**src/clk_gate_pkg.sv**
```systemverilog
// Purpose: Shared constants and state codes for the clock power-down and CPU halt block.
// Assumes: CLK runs at 20 MHz; internal CPU clock is CLK/2, single-ended clock CLK/4.
// Notes: Long cycle counts are also top-level parameters so simulation can shorten them.

package clk_gate_pkg;

  // ***************************************************
  // Timing
  // ***************************************************
  localparam int CLK_PERIOD_NS = 50;
  localparam int POWERUP_LATENCY_NS = 1800000;
  localparam int BIAS_LATENCY_NS = 300000;
  // Window the controller has to pull the pin low after power good
  localparam int GOOD_TO_PD_NS = 10000;
  localparam int ENABLE_MARGIN = 8;
  // Longest times round down; a strict "less than" takes one cycle off
  localparam int POWERUP_CYCLES = POWERUP_LATENCY_NS / CLK_PERIOD_NS;
  localparam int LOCK_CYCLES = POWERUP_CYCLES - ENABLE_MARGIN;
  localparam int BIAS_CYCLES = (BIAS_LATENCY_NS / CLK_PERIOD_NS) - 1;

  // ***************************************************
  // Counts and reset values
  // ***************************************************
  localparam logic [1:0] PD_SAMPLES = 2'h2;
  localparam logic [1:0] HALT_SAMPLES = 2'h2;
  localparam logic [3:0] HOLD_CYCLES = 4'h8;
  localparam logic [1:0] COUNT2_RESET = 2'h0;
  localparam logic [15:0] COUNT16_RESET = 16'h0000;

  // ***************************************************
  // Power state machine
  // ***************************************************
  typedef enum logic [4:0] {
    ST_WAIT_GOOD = 5'b00001,
    ST_LOCK = 5'b00010,
    ST_RUN = 5'b00100,
    ST_HOLD = 5'b01000,
    ST_OFF = 5'b10000
  } state_e;

endpackage

```
**src/clock_power_down_and_cpu_stop.sv**
```systemverilog
// Purpose: Output gating for a clock generator: power good / power down and CPU clock halt.
// Assumes: Pins come from another domain; enable and stoppable masks come from local logic.
// Notes: One internal CPU clock drives every CPU pair; pairs differ only in gating.

`timescale 1ns/1ps
`default_nettype none

// What this block does
// - Shared pin is power good, then power down
// - Power-down pin synchronised before synthesizer shutdown
// - Power-down release wakes clocks through synchroniser
// - Outputs held low before oscillator turns off
// - Two low samples; SE park on falling
// - Power-down: SE low or hi-z; diff low
// - Stable clocks under 1.8 ms after release
// - Stopped diff outputs biased high under 300 us
// - Outputs enabled within few cycles of lock
// - Halt touches only stoppable CPU outputs
// - Halt after two complement samples, 2-6 periods
// - Parked CPU output: true high, complement low
// - Halted outputs restart synchronous to running clock
// - Restart makes no short or stretched pulse
// - Restart within two CPU clock cycles
// - SE keep running; disabled outputs driven low
module clock_power_down_and_cpu_stop #(
  parameter int N_CPU = 2,
  parameter int N_SE = 2,
  parameter int LOCK_CYCLES = clk_gate_pkg::LOCK_CYCLES,
  parameter int BIAS_CYCLES = clk_gate_pkg::BIAS_CYCLES
) (
  input wire logic CLK,
  input wire logic RESETN,
  input wire logic CLOCK_POWER_GOOD,
  input wire logic CPU_CLOCK_HALT_N,
  input wire logic STRAP,
  input wire logic [N_CPU-1:0] CPU_STOPPABLE,
  input wire logic [N_CPU-1:0] CPU_ENABLE,
  input wire logic [N_SE-1:0] SE_ENABLE,
  output logic [N_CPU-1:0] CPU_CLOCK_TRUE,
  output logic [N_CPU-1:0] CPU_CLOCK_COMPLEMENT,
  output logic [N_SE-1:0] SE_CLOCK,
  output logic SE_CLOCK_OE,
  output logic DIFF_BIAS_HIGH,
  output logic OSC_ENABLE
);

  // ***************************************************
  // Elaboration checks
  // ***************************************************
  if (N_CPU < 1 || N_SE < 1) begin : g_bad_width
    $error("At least one CPU pair and one single-ended clock required");
  end
  if (BIAS_CYCLES < 1 || LOCK_CYCLES <= BIAS_CYCLES || LOCK_CYCLES > 65535) begin : g_bad_cnt
    $error("Need 1 <= BIAS_CYCLES < LOCK_CYCLES <= 65535");
  end

  // ***************************************************
  // Declarations
  // ***************************************************
  clk_gate_pkg::state_e st;
  clk_gate_pkg::state_e next_st;
  logic pg_s1, pg_s2;
  logic halt_s1, halt_s2;
  logic strap_s1, strap_s2, strap_lat;
  logic ph;
  logic [1:0] se_cnt;
  logic se_gate;
  logic [1:0] pd_cnt;
  logic [1:0] halt_cnt;
  logic [15:0] cnt;
  logic [N_CPU-1:0] stop_flag;
  logic [N_CPU-1:0] next_stop;
  wire run_ok = (st == clk_gate_pkg::ST_RUN);
  wire rise = OSC_ENABLE & ~ph;
  wire crise = OSC_ENABLE & ph;
  wire pd_req = (pd_cnt == clk_gate_pkg::PD_SAMPLES);
  wire halt_req = (halt_cnt == clk_gate_pkg::HALT_SAMPLES);
  wire [1:0] next_se_cnt = OSC_ENABLE ? se_cnt + 2'h1 : se_cnt;
  wire next_se_val = next_se_cnt[1];
  wire lock_done = (cnt == 16'(LOCK_CYCLES - 1));
  wire hold_done = ~se_gate & (cnt[3:0] >= clk_gate_pkg::HOLD_CYCLES);
  wire next_osc = (next_st == clk_gate_pkg::ST_LOCK) | (next_st == clk_gate_pkg::ST_RUN)
                  | (next_st == clk_gate_pkg::ST_HOLD);
  wire next_bias = run_ok | ((st == clk_gate_pkg::ST_LOCK) & (cnt >= 16'(BIAS_CYCLES - 1)));
  // SE gate opens and closes only on a low phase, so no SE pulse is cut
  wire next_se_gate = next_se_val ? se_gate : run_ok;

  // ***************************************************
  // Pin synchronisers
  // ***************************************************
  // Two flops on every pin before any logic reads it
  always_ff @(posedge CLK or negedge RESETN) begin
    if (!RESETN) begin
      pg_s1 <= 1'b0;
      pg_s2 <= 1'b0;
      halt_s1 <= 1'b1;
      halt_s2 <= 1'b1;
      strap_s1 <= 1'b0;
      strap_s2 <= 1'b0;
    end else begin
      pg_s1 <= CLOCK_POWER_GOOD;
      pg_s2 <= pg_s1;
      halt_s1 <= CPU_CLOCK_HALT_N;
      halt_s2 <= halt_s1;
      strap_s1 <= STRAP;
      strap_s2 <= strap_s1;
    end
  end

  // Strap is caught while waiting for power good
  // Later strap changes are ignored, so the pin may be reused after boot
  always_ff @(posedge CLK or negedge RESETN) begin
    if (!RESETN) begin
      strap_lat <= 1'b0;
    end else if (st == clk_gate_pkg::ST_WAIT_GOOD) begin
      strap_lat <= strap_s2;
    end
  end

  // ***************************************************
  // Internal clock phases
  // ***************************************************
  // CPU phase toggles and SE divider counts while the oscillator runs
  // Phase restarts at zero so each lock begins on a true rising edge
  always_ff @(posedge CLK or negedge RESETN) begin
    if (!RESETN) begin
      ph <= 1'b0;
      se_cnt <= clk_gate_pkg::COUNT2_RESET;
      se_gate <= 1'b0;
    end else begin
      ph <= OSC_ENABLE ? ~ph : 1'b0;
      se_cnt <= next_se_cnt;
      se_gate <= next_se_gate;
    end
  end

  // ***************************************************
  // Sample counters
  // ***************************************************
  // Power down counted on CPU rising edges, halt on complement rising edges
  // Both counters saturate at two so a long low never wraps
  always_ff @(posedge CLK or negedge RESETN) begin
    if (!RESETN) begin
      pd_cnt <= clk_gate_pkg::COUNT2_RESET;
      halt_cnt <= clk_gate_pkg::COUNT2_RESET;
    end else begin
      if (pg_s2 || !run_ok) begin
        pd_cnt <= clk_gate_pkg::COUNT2_RESET;
      end else if (rise && !pd_req) begin
        pd_cnt <= pd_cnt + 2'h1;
      end
      if (halt_s2) begin
        halt_cnt <= clk_gate_pkg::COUNT2_RESET;
      end else if (crise && !halt_req) begin
        halt_cnt <= halt_cnt + 2'h1;
      end
    end
  end

  // ***************************************************
  // Power state machine
  // ***************************************************
  // Next state from synced pin, lock and hold counters
  always_comb begin
    next_st = st;
    case (st)
      clk_gate_pkg::ST_WAIT_GOOD: begin
        if (pg_s2) begin
          next_st = clk_gate_pkg::ST_LOCK;
        end
      end
      clk_gate_pkg::ST_LOCK: begin
        if (!pg_s2) begin
          next_st = clk_gate_pkg::ST_OFF;
        end else if (lock_done) begin
          next_st = clk_gate_pkg::ST_RUN;
        end
      end
      clk_gate_pkg::ST_RUN: begin
        if (pd_req) begin
          next_st = clk_gate_pkg::ST_HOLD;
        end
      end
      clk_gate_pkg::ST_HOLD: begin
        if (hold_done) begin
          next_st = clk_gate_pkg::ST_OFF;
        end
      end
      clk_gate_pkg::ST_OFF: begin
        if (pg_s2) begin
          next_st = clk_gate_pkg::ST_LOCK;
        end
      end
      default: next_st = clk_gate_pkg::ST_WAIT_GOOD;
    endcase
  end

  // State, shared counter, oscillator and bias flops
  always_ff @(posedge CLK or negedge RESETN) begin
    if (!RESETN) begin
      st <= clk_gate_pkg::ST_WAIT_GOOD;
      cnt <= clk_gate_pkg::COUNT16_RESET;
      OSC_ENABLE <= 1'b0;
      DIFF_BIAS_HIGH <= 1'b0;
    end else begin
      st <= next_st;
      cnt <= (next_st != st) ? clk_gate_pkg::COUNT16_RESET : cnt + 16'h0001;
      OSC_ENABLE <= next_osc;
      DIFF_BIAS_HIGH <= next_bias;
    end
  end

  // ***************************************************
  // CPU pairs
  // ***************************************************
  // Park on a true rising edge, release on a true falling edge
  // Set and clear fall on opposite phases, so they never meet in one cycle
  for (genvar i = 0; i < N_CPU; i++) begin : g_cpu
    assign next_stop[i] = !run_ok ? 1'b0
                        : (halt_req && CPU_STOPPABLE[i] && rise) ? 1'b1
                        : (halt_s2 && crise) ? 1'b0
                        : stop_flag[i];

    always_ff @(posedge CLK or negedge RESETN) begin
      if (!RESETN) begin
        stop_flag[i] <= 1'b0;
        CPU_CLOCK_TRUE[i] <= 1'b0;
        CPU_CLOCK_COMPLEMENT[i] <= 1'b0;
      end else begin
        stop_flag[i] <= next_stop[i];
        // Low outside run or when disabled; parked high/low when stopped
        CPU_CLOCK_TRUE[i] <= run_ok & CPU_ENABLE[i] & (next_stop[i] | ~ph);
        CPU_CLOCK_COMPLEMENT[i] <= run_ok & CPU_ENABLE[i] & ~next_stop[i] & ph;
      end
    end
  end

  // ***************************************************
  // Single-ended clocks
  // ***************************************************
  // SE clocks ignore halt; hi-z in power down only when strapped
  for (genvar j = 0; j < N_SE; j++) begin : g_se
    always_ff @(posedge CLK or negedge RESETN) begin
      if (!RESETN) begin
        SE_CLOCK[j] <= 1'b0;
      end else begin
        SE_CLOCK[j] <= next_se_gate & SE_ENABLE[j] & next_se_val;
      end
    end
  end

  always_ff @(posedge CLK or negedge RESETN) begin
    if (!RESETN) begin
      SE_CLOCK_OE <= 1'b1;
    end else begin
      SE_CLOCK_OE <= ~(strap_lat & (next_st == clk_gate_pkg::ST_OFF));
    end
  end
endmodule

`default_nettype wire

```
**config.mk**
```make
export PLATFORM = sky130hd
export DESIGN_NAME = clock_power_down_and_cpu_stop
export DESIGN_NICKNAME = d
export VERILOG_FILES = /design/src/clk_gate_pkg.sv /design/src/clock_power_down_and_cpu_stop.sv
export SDC_FILE = /design/constraint.sdc
export NUM_CORES = 1
export LEC_CHECK = 0
export BUFFER_PORTS_ARGS = -buffer_cell sky130_fd_sc_hd__buf_2
export CORE_MARGIN = 2
export CORE_UTILIZATION = 40
export DETAILED_ROUTE_END_ITERATION = 6
export GPL_ROUTABILITY_DRIVEN = 0
export PLACE_DENSITY = 0.56
export SLEW_MARGIN = 10
export SYNTH_ARGS = -nofsm -noshare
export SYNTH_HDL_FRONTEND = slang
export SYNTH_SLANG_ARGS = --single-unit
export TNS_END_PERCENT = 10
```
**constraint.sdc**
```tcl
create_clock -name CLK -period 4.5 [get_ports CLK]
set_clock_uncertainty 0.2 [all_clocks]
set_input_delay 0.225 -clock CLK [delete_from_list [all_inputs] [get_ports CLK]]
set_output_delay 0.225 -clock CLK [all_outputs]
set_load 0.005 [all_outputs]
```
# After elaboration in Yosys (flattened, before gate mapping)
# Cells that the tools add are included.
dict set report totals {
  word_cells 106
  regBits 47
  output_inout_bits 9
}
dict set report classes {
  order_cmp 2
  n_eq_ne 13
  mux 20
  add_sub_neg 4
  n_reduce_logical 14
  n_bitwise 27
}
# cell n
set op_table {}
lappend op_table {{two-way mux 5 bit} 5}
lappend op_table {{case mux 5 bit (4 select lines)} 1}
lappend op_table {{AND 1 bit} 17}
lappend op_table {{adder 16 x 1 -> 16 bit, second input constant} 1}
lappend op_table {{equality test 16 bit, second input constant} 1}
lappend op_table {{greater-or-equal comparator 16 x 13 -> 1 bit, second input constant} 1}
lappend op_table {{two-way mux 16 bit} 1}
lappend op_table {{equality test 5 x 2 -> 1 bit, second input constant} 2}
lappend op_table {{equality test 5 x 3 -> 1 bit, second input constant} 2}
lappend op_table {{equality test 5 x 4 -> 1 bit, second input constant} 2}
lappend op_table {{equality test 5 bit, second input constant} 2}
lappend op_table {{two-way mux 2 bit} 5}
lappend op_table {{two-way mux 1 bit} 8}
lappend op_table {{logical AND 1 bit} 7}
lappend op_table {{adder 2 x 1 -> 2 bit, second input constant} 3}
lappend op_table {{equality test 5 x 1 -> 1 bit, second input constant} 1}
lappend op_table {{!= test 5 bit} 1}
lappend op_table {{NOT 1 bit} 5}
lappend op_table {{bitwise OR 1 bit} 5}
lappend op_table {{equality test 2 bit, second input constant} 2}
lappend op_table {{greater-or-equal comparator 4 bit, second input constant} 1}
lappend op_table {{nonzero test 2 bit} 2}
lappend op_table {{logical NOT 1 bit} 3}
lappend op_table {{OR reduction 2 bit} 1}
lappend op_table {{logical OR 1 bit} 1}

# Longest topological paths before layout
# Gate-level depths: netlist of the first run.
dict set report depth {
  word_depth 8
  depth_mapped 7
  mapped_depth_nobuf 6
}

# Worst setup path after synthesis of the first run
# No wires, ideal clock.
dict set report synth_path {
  path_kind {register to register}
  start {reg st[0]}
  end {reg cnt[12]}
  t_arrival_ns 1.625
  synth_period_minus_slack_ns 1.898
  t_required_ns 4.227
  setup_ns 0.073
  path_stages_with_launch 8
  path_slack_ns 2.602
  cell_sequence {dfstp_2 > buf_6 > xor2_1 > nand2_1 > or3_1 > clkbuf_1 > buf_2 > a21oi_2}
}
dict set report synth_between {
  elab_chain_len 5
}
# element line
set synth_lines {}
lappend synth_lines {{start, declared} clock_power_down_and_cpu_stop.sv:60} ;# clk_gate_pkg::state_e st;
lappend synth_lines {{start signal, assigned} clock_power_down_and_cpu_stop.sv:201} ;# st <= clk_gate_pkg::ST_WAIT_GOOD;
lappend synth_lines {{start signal, assigned} clock_power_down_and_cpu_stop.sv:206} ;# st <= next_st;
lappend synth_lines {{equality test 5 x 1 -> 1 bit, or another cell as far along} clock_power_down_and_cpu_stop.sv:166} ;# case (st)
lappend synth_lines {{OR reduction 2 bit (no line) or two-way mux 5 bit (tied branches)} n/a}
lappend synth_lines {{case mux 5 bit (4 select lines)} clock_power_down_and_cpu_stop.sv:166}
lappend synth_lines {{!= test 5 bit (*)} clock_power_down_and_cpu_stop.sv:207} ;# cnt <= (next_st != st) ? clk_gate_pkg::COUNT16_RESET : cnt + 16'h0001;
lappend synth_lines {{two-way mux 16 bit (*)} clock_power_down_and_cpu_stop.sv:207}
lappend synth_lines {{end signal, assigned} clock_power_down_and_cpu_stop.sv:202} ;# cnt <= clk_gate_pkg::COUNT16_RESET;
lappend synth_lines {{end signal, assigned} clock_power_down_and_cpu_stop.sv:207}
lappend synth_lines {{end, declared} clock_power_down_and_cpu_stop.sv:70} ;# logic [15:0] cnt;
# Every way passes the cells marked *; elsewhere a longest branch is shown, timed or not.
# A chain may end at the register's enable or synchronous reset.

# Final worst setup path of the first run
dict set report layout_path {
  start {reg cnt[0]}
  end {reg cnt[15]}
}
dict set report layout_between {
  elab_chain_len 6
}
# element line
set layout_lines {}
lappend layout_lines {{greater-or-equal comparator 4 bit or equality test 16 bit (tied branches)} {clock_power_down_and_cpu_stop.sv:81, clock_power_down_and_cpu_stop.sv:80}}
lappend layout_lines {{AND 1 bit or two-way mux 5 bit (tied branches)} {clock_power_down_and_cpu_stop.sv:81, clock_power_down_and_cpu_stop.sv:175}}
lappend layout_lines {{two-way mux 5 bit (on tied branches)} {clock_power_down_and_cpu_stop.sv:185, clock_power_down_and_cpu_stop.sv:173}}
lappend layout_lines {{case mux 5 bit (4 select lines)} clock_power_down_and_cpu_stop.sv:166}
lappend layout_lines {{!= test 5 bit} clock_power_down_and_cpu_stop.sv:207}
lappend layout_lines {{two-way mux 16 bit (*)} clock_power_down_and_cpu_stop.sv:207}
# Marks and branches as above.

==> results of run 1 <==
-- routing by layer --
| layer | routed length, microns | part of all wire |
|---|---|---|
| met1 | 2000 | 0.50 |
| met2 | 1880 | 0.47 |
| met3 | 109 | 0.027 |
| met4 | 37 | 0.0092 |
| met5 | 0 | 0 |
-- metrics by stage --
stage / std cells / total power [mW] / setup slack, ps / hold slack (ps)
floorplan: 205 / 0.708 / 2600 / -271
global placement: 286 / 0.744 / 2090 / 131
detailed placement: 286 / 0.747 / 2010 / 135
CTS: 302 / 1.07 / 2000 / 52.0
global route: 302 / 1.12 / 1790 / 76.4
finish: 302 / 1.05 / 2050 / 65.7
-- sequential cells by signal (all words and copies together), names as in the netlist, 2 cells and up --
register,flops
CPU_CLOCK_COMPLEMENT,2
CPU_CLOCK_TRUE,2
SE_CLOCK,2
cnt,16
halt_cnt,2
pd_cnt,2
se_cnt,2
st,5
stop_flag,2
-- cell type report --
| class | count | area [sq um] | share of cell area |
|---|---|---|---|
| sequential | 47 | 1180 | 0.456 |
| multi-input combinational | 139 | 995 | 0.384 |
| timing repair buffer | 27 | 175 | 0.0677 |
| tap | 72 | 90.1 | 0.0348 |
| clock buffer | 5 | 68.8 | 0.0266 |
| clock inverter | 3 | 43.8 | 0.0169 |
| inverter | 9 | 33.8 | 0.0131 |
-- cell families (layout without fill, tap and decap cells) --
logic type | count (synthesis) | count (layout) | share of synthesized area
buf+inv | 19 | 44 | 0.0450
fa+ha+maj | 4 | 4 | 0.0220
simple gates | 79 | 79 | 0.214
flops | 47 | 47 | 0.518
xor+xnor | 20 | 20 | 0.0769
compound gates | 33 | 33 | 0.110
mux | 3 | 3 | 0.0137
-- synth_stat cells (all sizes together), types with 2 or more instances --
master,count,area share
buf,8,0.027
or3,2,0.0055
ha,4,0.022
o21ai,6,0.013
dfstp,4,0.046
and4bb,2,0.011
nand2b,3,0.0082
clkbuf,2,0.0033
nor4,5,0.023
a21boi,3,0.0099
nor3,11,0.024
and3,5,0.014
dfrtp,43,0.47
xnor2,15,0.058
a31oi,3,0.0082
xor2,5,0.019
or4,2,0.0066
nand4,5,0.019
nor2,13,0.025
nand3,7,0.015
nand2,14,0.023
inv,9,0.015
mux2i,2,0.0088
a21oi,15,0.049
-- where the power goes --
part	internal, mW	switching (mW)	total [mW]
logic	0.0910	0.120	0.211
clock network	0.165	0.141	0.306
registers	0.473	0.0586	0.532
total	0.730	0.319	1.05
-- timing repair --
item                                   in CTS  in global routing
hold buffers                                8                  0
buffers inserted                            0                  0
endpoints found under the hold margin      52                  0
-- worst min path at each step --
stage	start	end	slack, ps	cells after the start
final	CPU_STOPPABLE[0]	stop_flag[0]	70	3
after detailed placement	STRAP	strap_s1	130	1
after global routing	CPU_STOPPABLE[0]	stop_flag[0]	80	3
after floorplan	RESETN	CPU_CLOCK_COMPLEMENT[0]	-270	0
after CTS	CPU_STOPPABLE[0]	stop_flag[0]	50	3
after global placement	CPU_CLOCK_HALT_N	halt_s1	130	1
-- worst register-to-register path, stage by stage (launching register included) --
cell	delay, ps
sky130_fd_sc_hd__dfrtp_1	420
sky130_fd_sc_hd__ha_1	240
sky130_fd_sc_hd__and4bb_2	250
sky130_fd_sc_hd__nand4_2	130
sky130_fd_sc_hd__a221oi_4	840
sky130_fd_sc_hd__a22oi_1	210
==> results.py, run 1 <==
metrics = {
    "run_status": {
        "outcome": "completed",
    },
    "worst_setup_path": {
        "worstSetupEndpointType": "register",
        "crit_type": "reg -> reg",
        "critical_path.reg2reg.startpoint": "cnt[0]",
        "timing.critical_path.depth": 5,
        "arrival_time_at_the_worst_endpoint_ps": 2380,
        "cp-start-kind": "register",
        "startpoint": "cnt[0]",
        "rr_worst_depth": 5,
        "worst_path_dominant_cell_family": "compound AO/OA/AOI/OAI gates",
        "regToRegEndpoint": "cnt[15]",
        "critical-path-max-stage-delay_ps": 830,
        "reg2reg_slack_ps": 2050,
        "number_of_buffers_and_inverters_on_the_critical_path": 0,
        "end_point_of_the_critical_path": "cnt[15]",
        "cp_slowest_cell": "sky130_fd_sc_hd__a221oi_4",
        "cp.required_ps": 4430,
        "cp_cell_sequence": "ha_1, and4bb_2, nand4_2, a221oi_4, a22oi_1",
        "largest_fanout_of_any_net_on_the_critical_path": 16,
    },
    "global_route": {
        "grt_busiest_layer": "met2",
        "overflow": 0,
        "maximum_number_of_pins_on_one_net_before_global_route_repair": 48,
        "met3_capacity_usage_during_global_routing": 0.0373,
        "grt_pass1_vias": 1486,
        "grt.total_usage": 0.140,
        "groute.layer.met1.usage": 0.184,
        "grt_first_pass_wirelength_microns": 6920,
        "groute.layer.met2.usage": 0.227,
        "grt_antenna_before_repair": 0,
    },
    "routing": {
        "count_of_routing_violations_after_the_opening_detailed_route_iteration": 67,
        "routed_wire_length_per_instance_microns": 13.3,
        "ant_nets": 0,
        "drt-total-wl_microns": 4030,
        "drc": 0,
        "firstDrtPassIters": 4,
        "routed_via_density": 5.06,
        "vias": 1527,
    },
    "cells_and_area": {
        "diodes": 0,
        "layout_commonest_cell": "sky130_fd_sc_hd__dfrtp_1",
        "syn2layout_area_growth_pct": 13.6,
        "final_core_util": 0.470,
        "n_fill_cell": 502,
        "post_route_cells_drive_above_1_share": 0.222,
        "finish.instance_area_sq_um": 2590,
        "final_cell_mix": "43 x sky130_fd_sc_hd__dfrtp_1, 19 x sky130_fd_sc_hd__buf_2, 15 x sky130_fd_sc_hd__xnor2_1",
        "fin_nets": 244,
    },
    "floorplan": {
        "fp.dieArea_sq_um": 6320,
        "die-height_microns": 79.5,
        "core-area_sq_um": 5510,
        "design.portCount": 20,
        "std_cell_rows": 27,
        "initial_core_util": 0.414,
        "floorplan.die.width_microns": 79.5,
    },
    "clocking": {
        "clkLatencyLatePin_ps": 300,
        "clk_pin_slew_ps": 90,
        "cts_max_level": 2,
        "root_buffer": "sky130_fd_sc_hd__clkbuf_8",
        "cts.path.max_buffers": 2,
        "clock_sinks": 47,
        "ctsResizeCount": 0,
        "cts_tree": "built",
        "cts-buffers-inserted": 5,
    },
    "sta": {
        "clock.fmax_mhz": 409,
        "final-setup-viol-count": 0,
        "fin_crit_sh": 0.544,
        "timing.setup.tns_ps": 0,
        "final-hold-violation-count": 0,
        "rsz0062_at_grt": "false",
        "worst_slew_pin_slew_ps": 1030,
        "timing_max_transition_violations_final": 0,
        "period_minus_slack_ps": 2450,
        "timing.max_slew.rel_slack": 0.312,
    },
    "logic_synthesis": {
        "syn_nets": 220,
        "post_synth.cell_area_avg_sq_um": 11.1,
        "synth.ff_latch_count": 47,
        "synthCells": 205,
        "synth_cell_types": 51,
        "yosysWarningCount": 0,
        "synth_edf_count": 0,
        "async_flop_share": 1.00,
        "ys.flop_type": "sky130_fd_sc_hd__dfrtp_1",
        "yosysSeqAreaShare": 0.518,
        "mapped_area_sq_um": 2280,
    },
    "worst_hold_path": {
        "hold_path.class": "in -> reg",
    },
    "placed_design": {
        "io_buffers": 19,
        "dpl.hpwl_microns": 2720,
        "placed_cell_area_sq_um": 2390,
    },
    "power_and_ir_drop": {
        "power_per_cell_area_nw_per_um2": 405,
        "static-leakage-power_nw": 1.10,
        "max-vdd-ir-drop_uv": 181,
    },
    "flow_run": {
        "maxCapViolCount": 0,
    },
}
Note: power is estimated with default switching activity, not from simulation.
==> run 2: changes to the inputs <==
==> constraint.sdc (replaced) <==
create_clock -name CLK -period 2.3 [get_ports CLK]
set_clock_uncertainty 0.2 [all_clocks]
set_input_delay 0.115 -clock CLK [delete_from_list [all_inputs] [get_ports CLK]]
set_output_delay 0.115 -clock CLK [all_outputs]
set_load 0.005 [all_outputs]
==> run 2 against run 1 <==
Combinational power increased by 110%. Sequential cell count did not move. Non-clock buffer count up 14. Largest power group unchanged. Critical endpoint unchanged. Critical path type unchanged.
==> results.py, run 2 (synthesis results as in run 1) <==
metrics = {
    "run_status": {
        "outcome": "completed",
    },
    "flow_run": {
        "maxCapViolCount": 0,
    },
    "sta": {
        "timing_max_transition_violations_final": 0,
        "worst_slew_pin_slew_ps": 484,
        "fin_crit_sh": 0.887,
        "timing.setup.tns_ps": 0,
        "final-setup-viol-count": 0,
        "period_minus_slack_ps": 2040,
        "timing.max_slew.rel_slack": 0.675,
        "rsz0062_at_grt": "false",
        "final-hold-violation-count": 0,
        "clock.fmax_mhz": 490,
        "setup_slack_ps": 259,
    },
    "placed_design": {
        "dpl.hpwl_microns": 2890,
        "placed_cell_area_sq_um": 2480,
        "dpl.cell_count": 296,
        "dpl_worst_slack_ps": 110,
        "io_buffers": 19,
    },
    "routing": {
        "count_of_routing_violations_after_the_opening_detailed_route_iteration": 86,
        "vias": 1584,
        "drt-total-wl_microns": 4320,
        "ant_nets": 0,
        "routed_wire_length_per_instance_microns": 13.7,
        "firstDrtPassIters": 4,
        "drc": 0,
        "routed_via_density": 5.01,
    },
    "clocking": {
        "root_buffer": "sky130_fd_sc_hd__clkbuf_8",
        "cts.path.max_buffers": 2,
        "clock_sinks": 47,
        "cts-buffers-inserted": 5,
        "ctsResizeCount": 0,
        "clkLatencyLatePin_ps": 300,
        "clk_pin_slew_ps": 90,
        "cts_max_level": 2,
        "cts_tree": "built",
    },
    "power_and_ir_drop": {
        "share_comb_of_total_power": 0.210,
        "netSwitchingFraction": 0.302,
        "static-leakage-power_nw": 1.17,
        "cellInternalPower_mw": 1.50,
        "pwr-share-seq": 0.486,
        "share_clk_of_total_power": 0.303,
        "max-vdd-ir-drop_uv": 332,
        "switching_power_mw": 0.648,
        "power_per_cell_area_nw_per_um2": 789,
    },
    "cells_and_area": {
        "final_cell_mix": "43 x sky130_fd_sc_hd__dfrtp_1, 19 x sky130_fd_sc_hd__buf_2, 15 x sky130_fd_sc_hd__xnor2_1",
        "largest_register": "cnt",
        "sequential_cell_area_sq_um": 1180,
        "multiInputGateArea_sq_um": 995,
        "layout_commonest_cell": "sky130_fd_sc_hd__dfrtp_1",
        "finalNonFillerCells": 316,
        "n_fill_cell": 524,
        "syn2layout_area_growth_pct": 19.3,
        "fin_nets": 258,
        "post_route_cells_drive_above_1_share": 0.258,
        "largest_register_ff_count": 16,
        "finish.instance_area_sq_um": 2720,
        "diodes": 0,
        "largestRegisters": "cnt x16, st x5",
    },
    "global_route": {
        "grt_first_pass_wirelength_microns": 7430,
        "overflow": 0,
        "grt.total_usage": 0.153,
        "grt_antenna_before_repair": 0,
        "grt_pass1_vias": 1566,
        "maximum_number_of_pins_on_one_net_before_global_route_repair": 48,
    },
    "worst_setup_path": {
        "worst_path_dominant_cell_family": "compound AO/OA/AOI/OAI gates",
        "critical_path.reg2reg.startpoint": "cnt[0]",
        "worstSetupEndpointType": "register",
        "number_of_buffers_and_inverters_on_the_critical_path": 1,
        "crit_type": "reg -> reg",
        "cp.required_ps": 2270,
        "cp-start-kind": "register",
        "critical-path-max-stage-delay_ps": 430,
        "startpoint": "cnt[0]",
        "arrival_time_at_the_worst_endpoint_ps": 2010,
        "cp_cell_sequence": "ha_1, and4bb_2, nand4_2, a221oi_4, buf_4, a22oi_1",
        "largest_fanout_of_any_net_on_the_critical_path": 6,
        "cp_slowest_cell": "sky130_fd_sc_hd__dfrtp_1",
    },
    "floorplan": {
        "die-height_microns": 79.5,
        "core-area_sq_um": 5510,
        "fp.dieArea_sq_um": 6320,
        "design.portCount": 20,
        "std_cell_rows": 27,
        "floorplan.die.width_microns": 79.5,
        "initial_core_util": 0.414,
    },
    "worst_hold_path": {
        "hold_path.class": "in -> async",
    },
}
==> run 2: final timing paths <==
path,to,slack [ps],depth (start not counted)
max,cnt[15],260,6
max in group asynchronous,SE_CLOCK_OE,1510,3
min reg2reg,strap_s2,160,0
min in group CLK,strap_s2,160,0
max reg2reg,cnt[15],260,6
min,CPU_CLOCK_TRUE[1],110,3
==> run 2: area by class of cell <==
type / count / area share
clock inverter: 2 / 0.0143
tap: 72 / 0.0331
timing repair buffer: 41 / 0.110
sequential: 47 / 0.434
inverter: 9 / 0.0124
clock buffer: 6 / 0.0304
multi-input combinational: 139 / 0.366
==> run 2: metal layers <==
layer,GRT usage,wire length [microns],vias up
met5,0,0,-
met4,0.0500,58,0
met3,0.0385,149,7
met2,0.239,1930,29
met1,0.208,2180,753
li1,-,-,795
==> run 2: what timing repair did <==
item                                    4_1_cts  5_1_grt
setup buffers                                 0        2
endpoints found under the setup margin        0        9
hold endpoints to repair                     58        0
hold buffers                                 10        0
==> run 2: worst min-delay path, cell delays in order <==
cell and delay (ps):
sky130_fd_sc_hd__dlygate4sd3_1 520, sky130_fd_sc_hd__buf_2 120, sky130_fd_sc_hd__buf_12 240
==> run 2: metrics by stage <==
stage | hold slack, ps | util | power (mW)
5_1_grt | 139 | 0.494 | 2.27
3_5_place_dp | -75.6 | 0.451 | 1.49
6_report | 111 | 0.494 | 2.14
4_1_cts | 124 | 0.491 | 2.17
3_3_place_gp | -80.2 | 0.451 | 1.49
2_1_floorplan | -381 | - | 1.39
==> run 2: power by group through the flow <==
stage	combinational, mW	clock, mW	sequential, mW
after floorplan	0.391	0	0.994
after global placement	0.437	0	1.05
after detailed placement	0.437	0	1.06
after CTS	0.454	0.671	1.04
after global routing	0.508	0.708	1.06
final	0.451	0.650	1.04
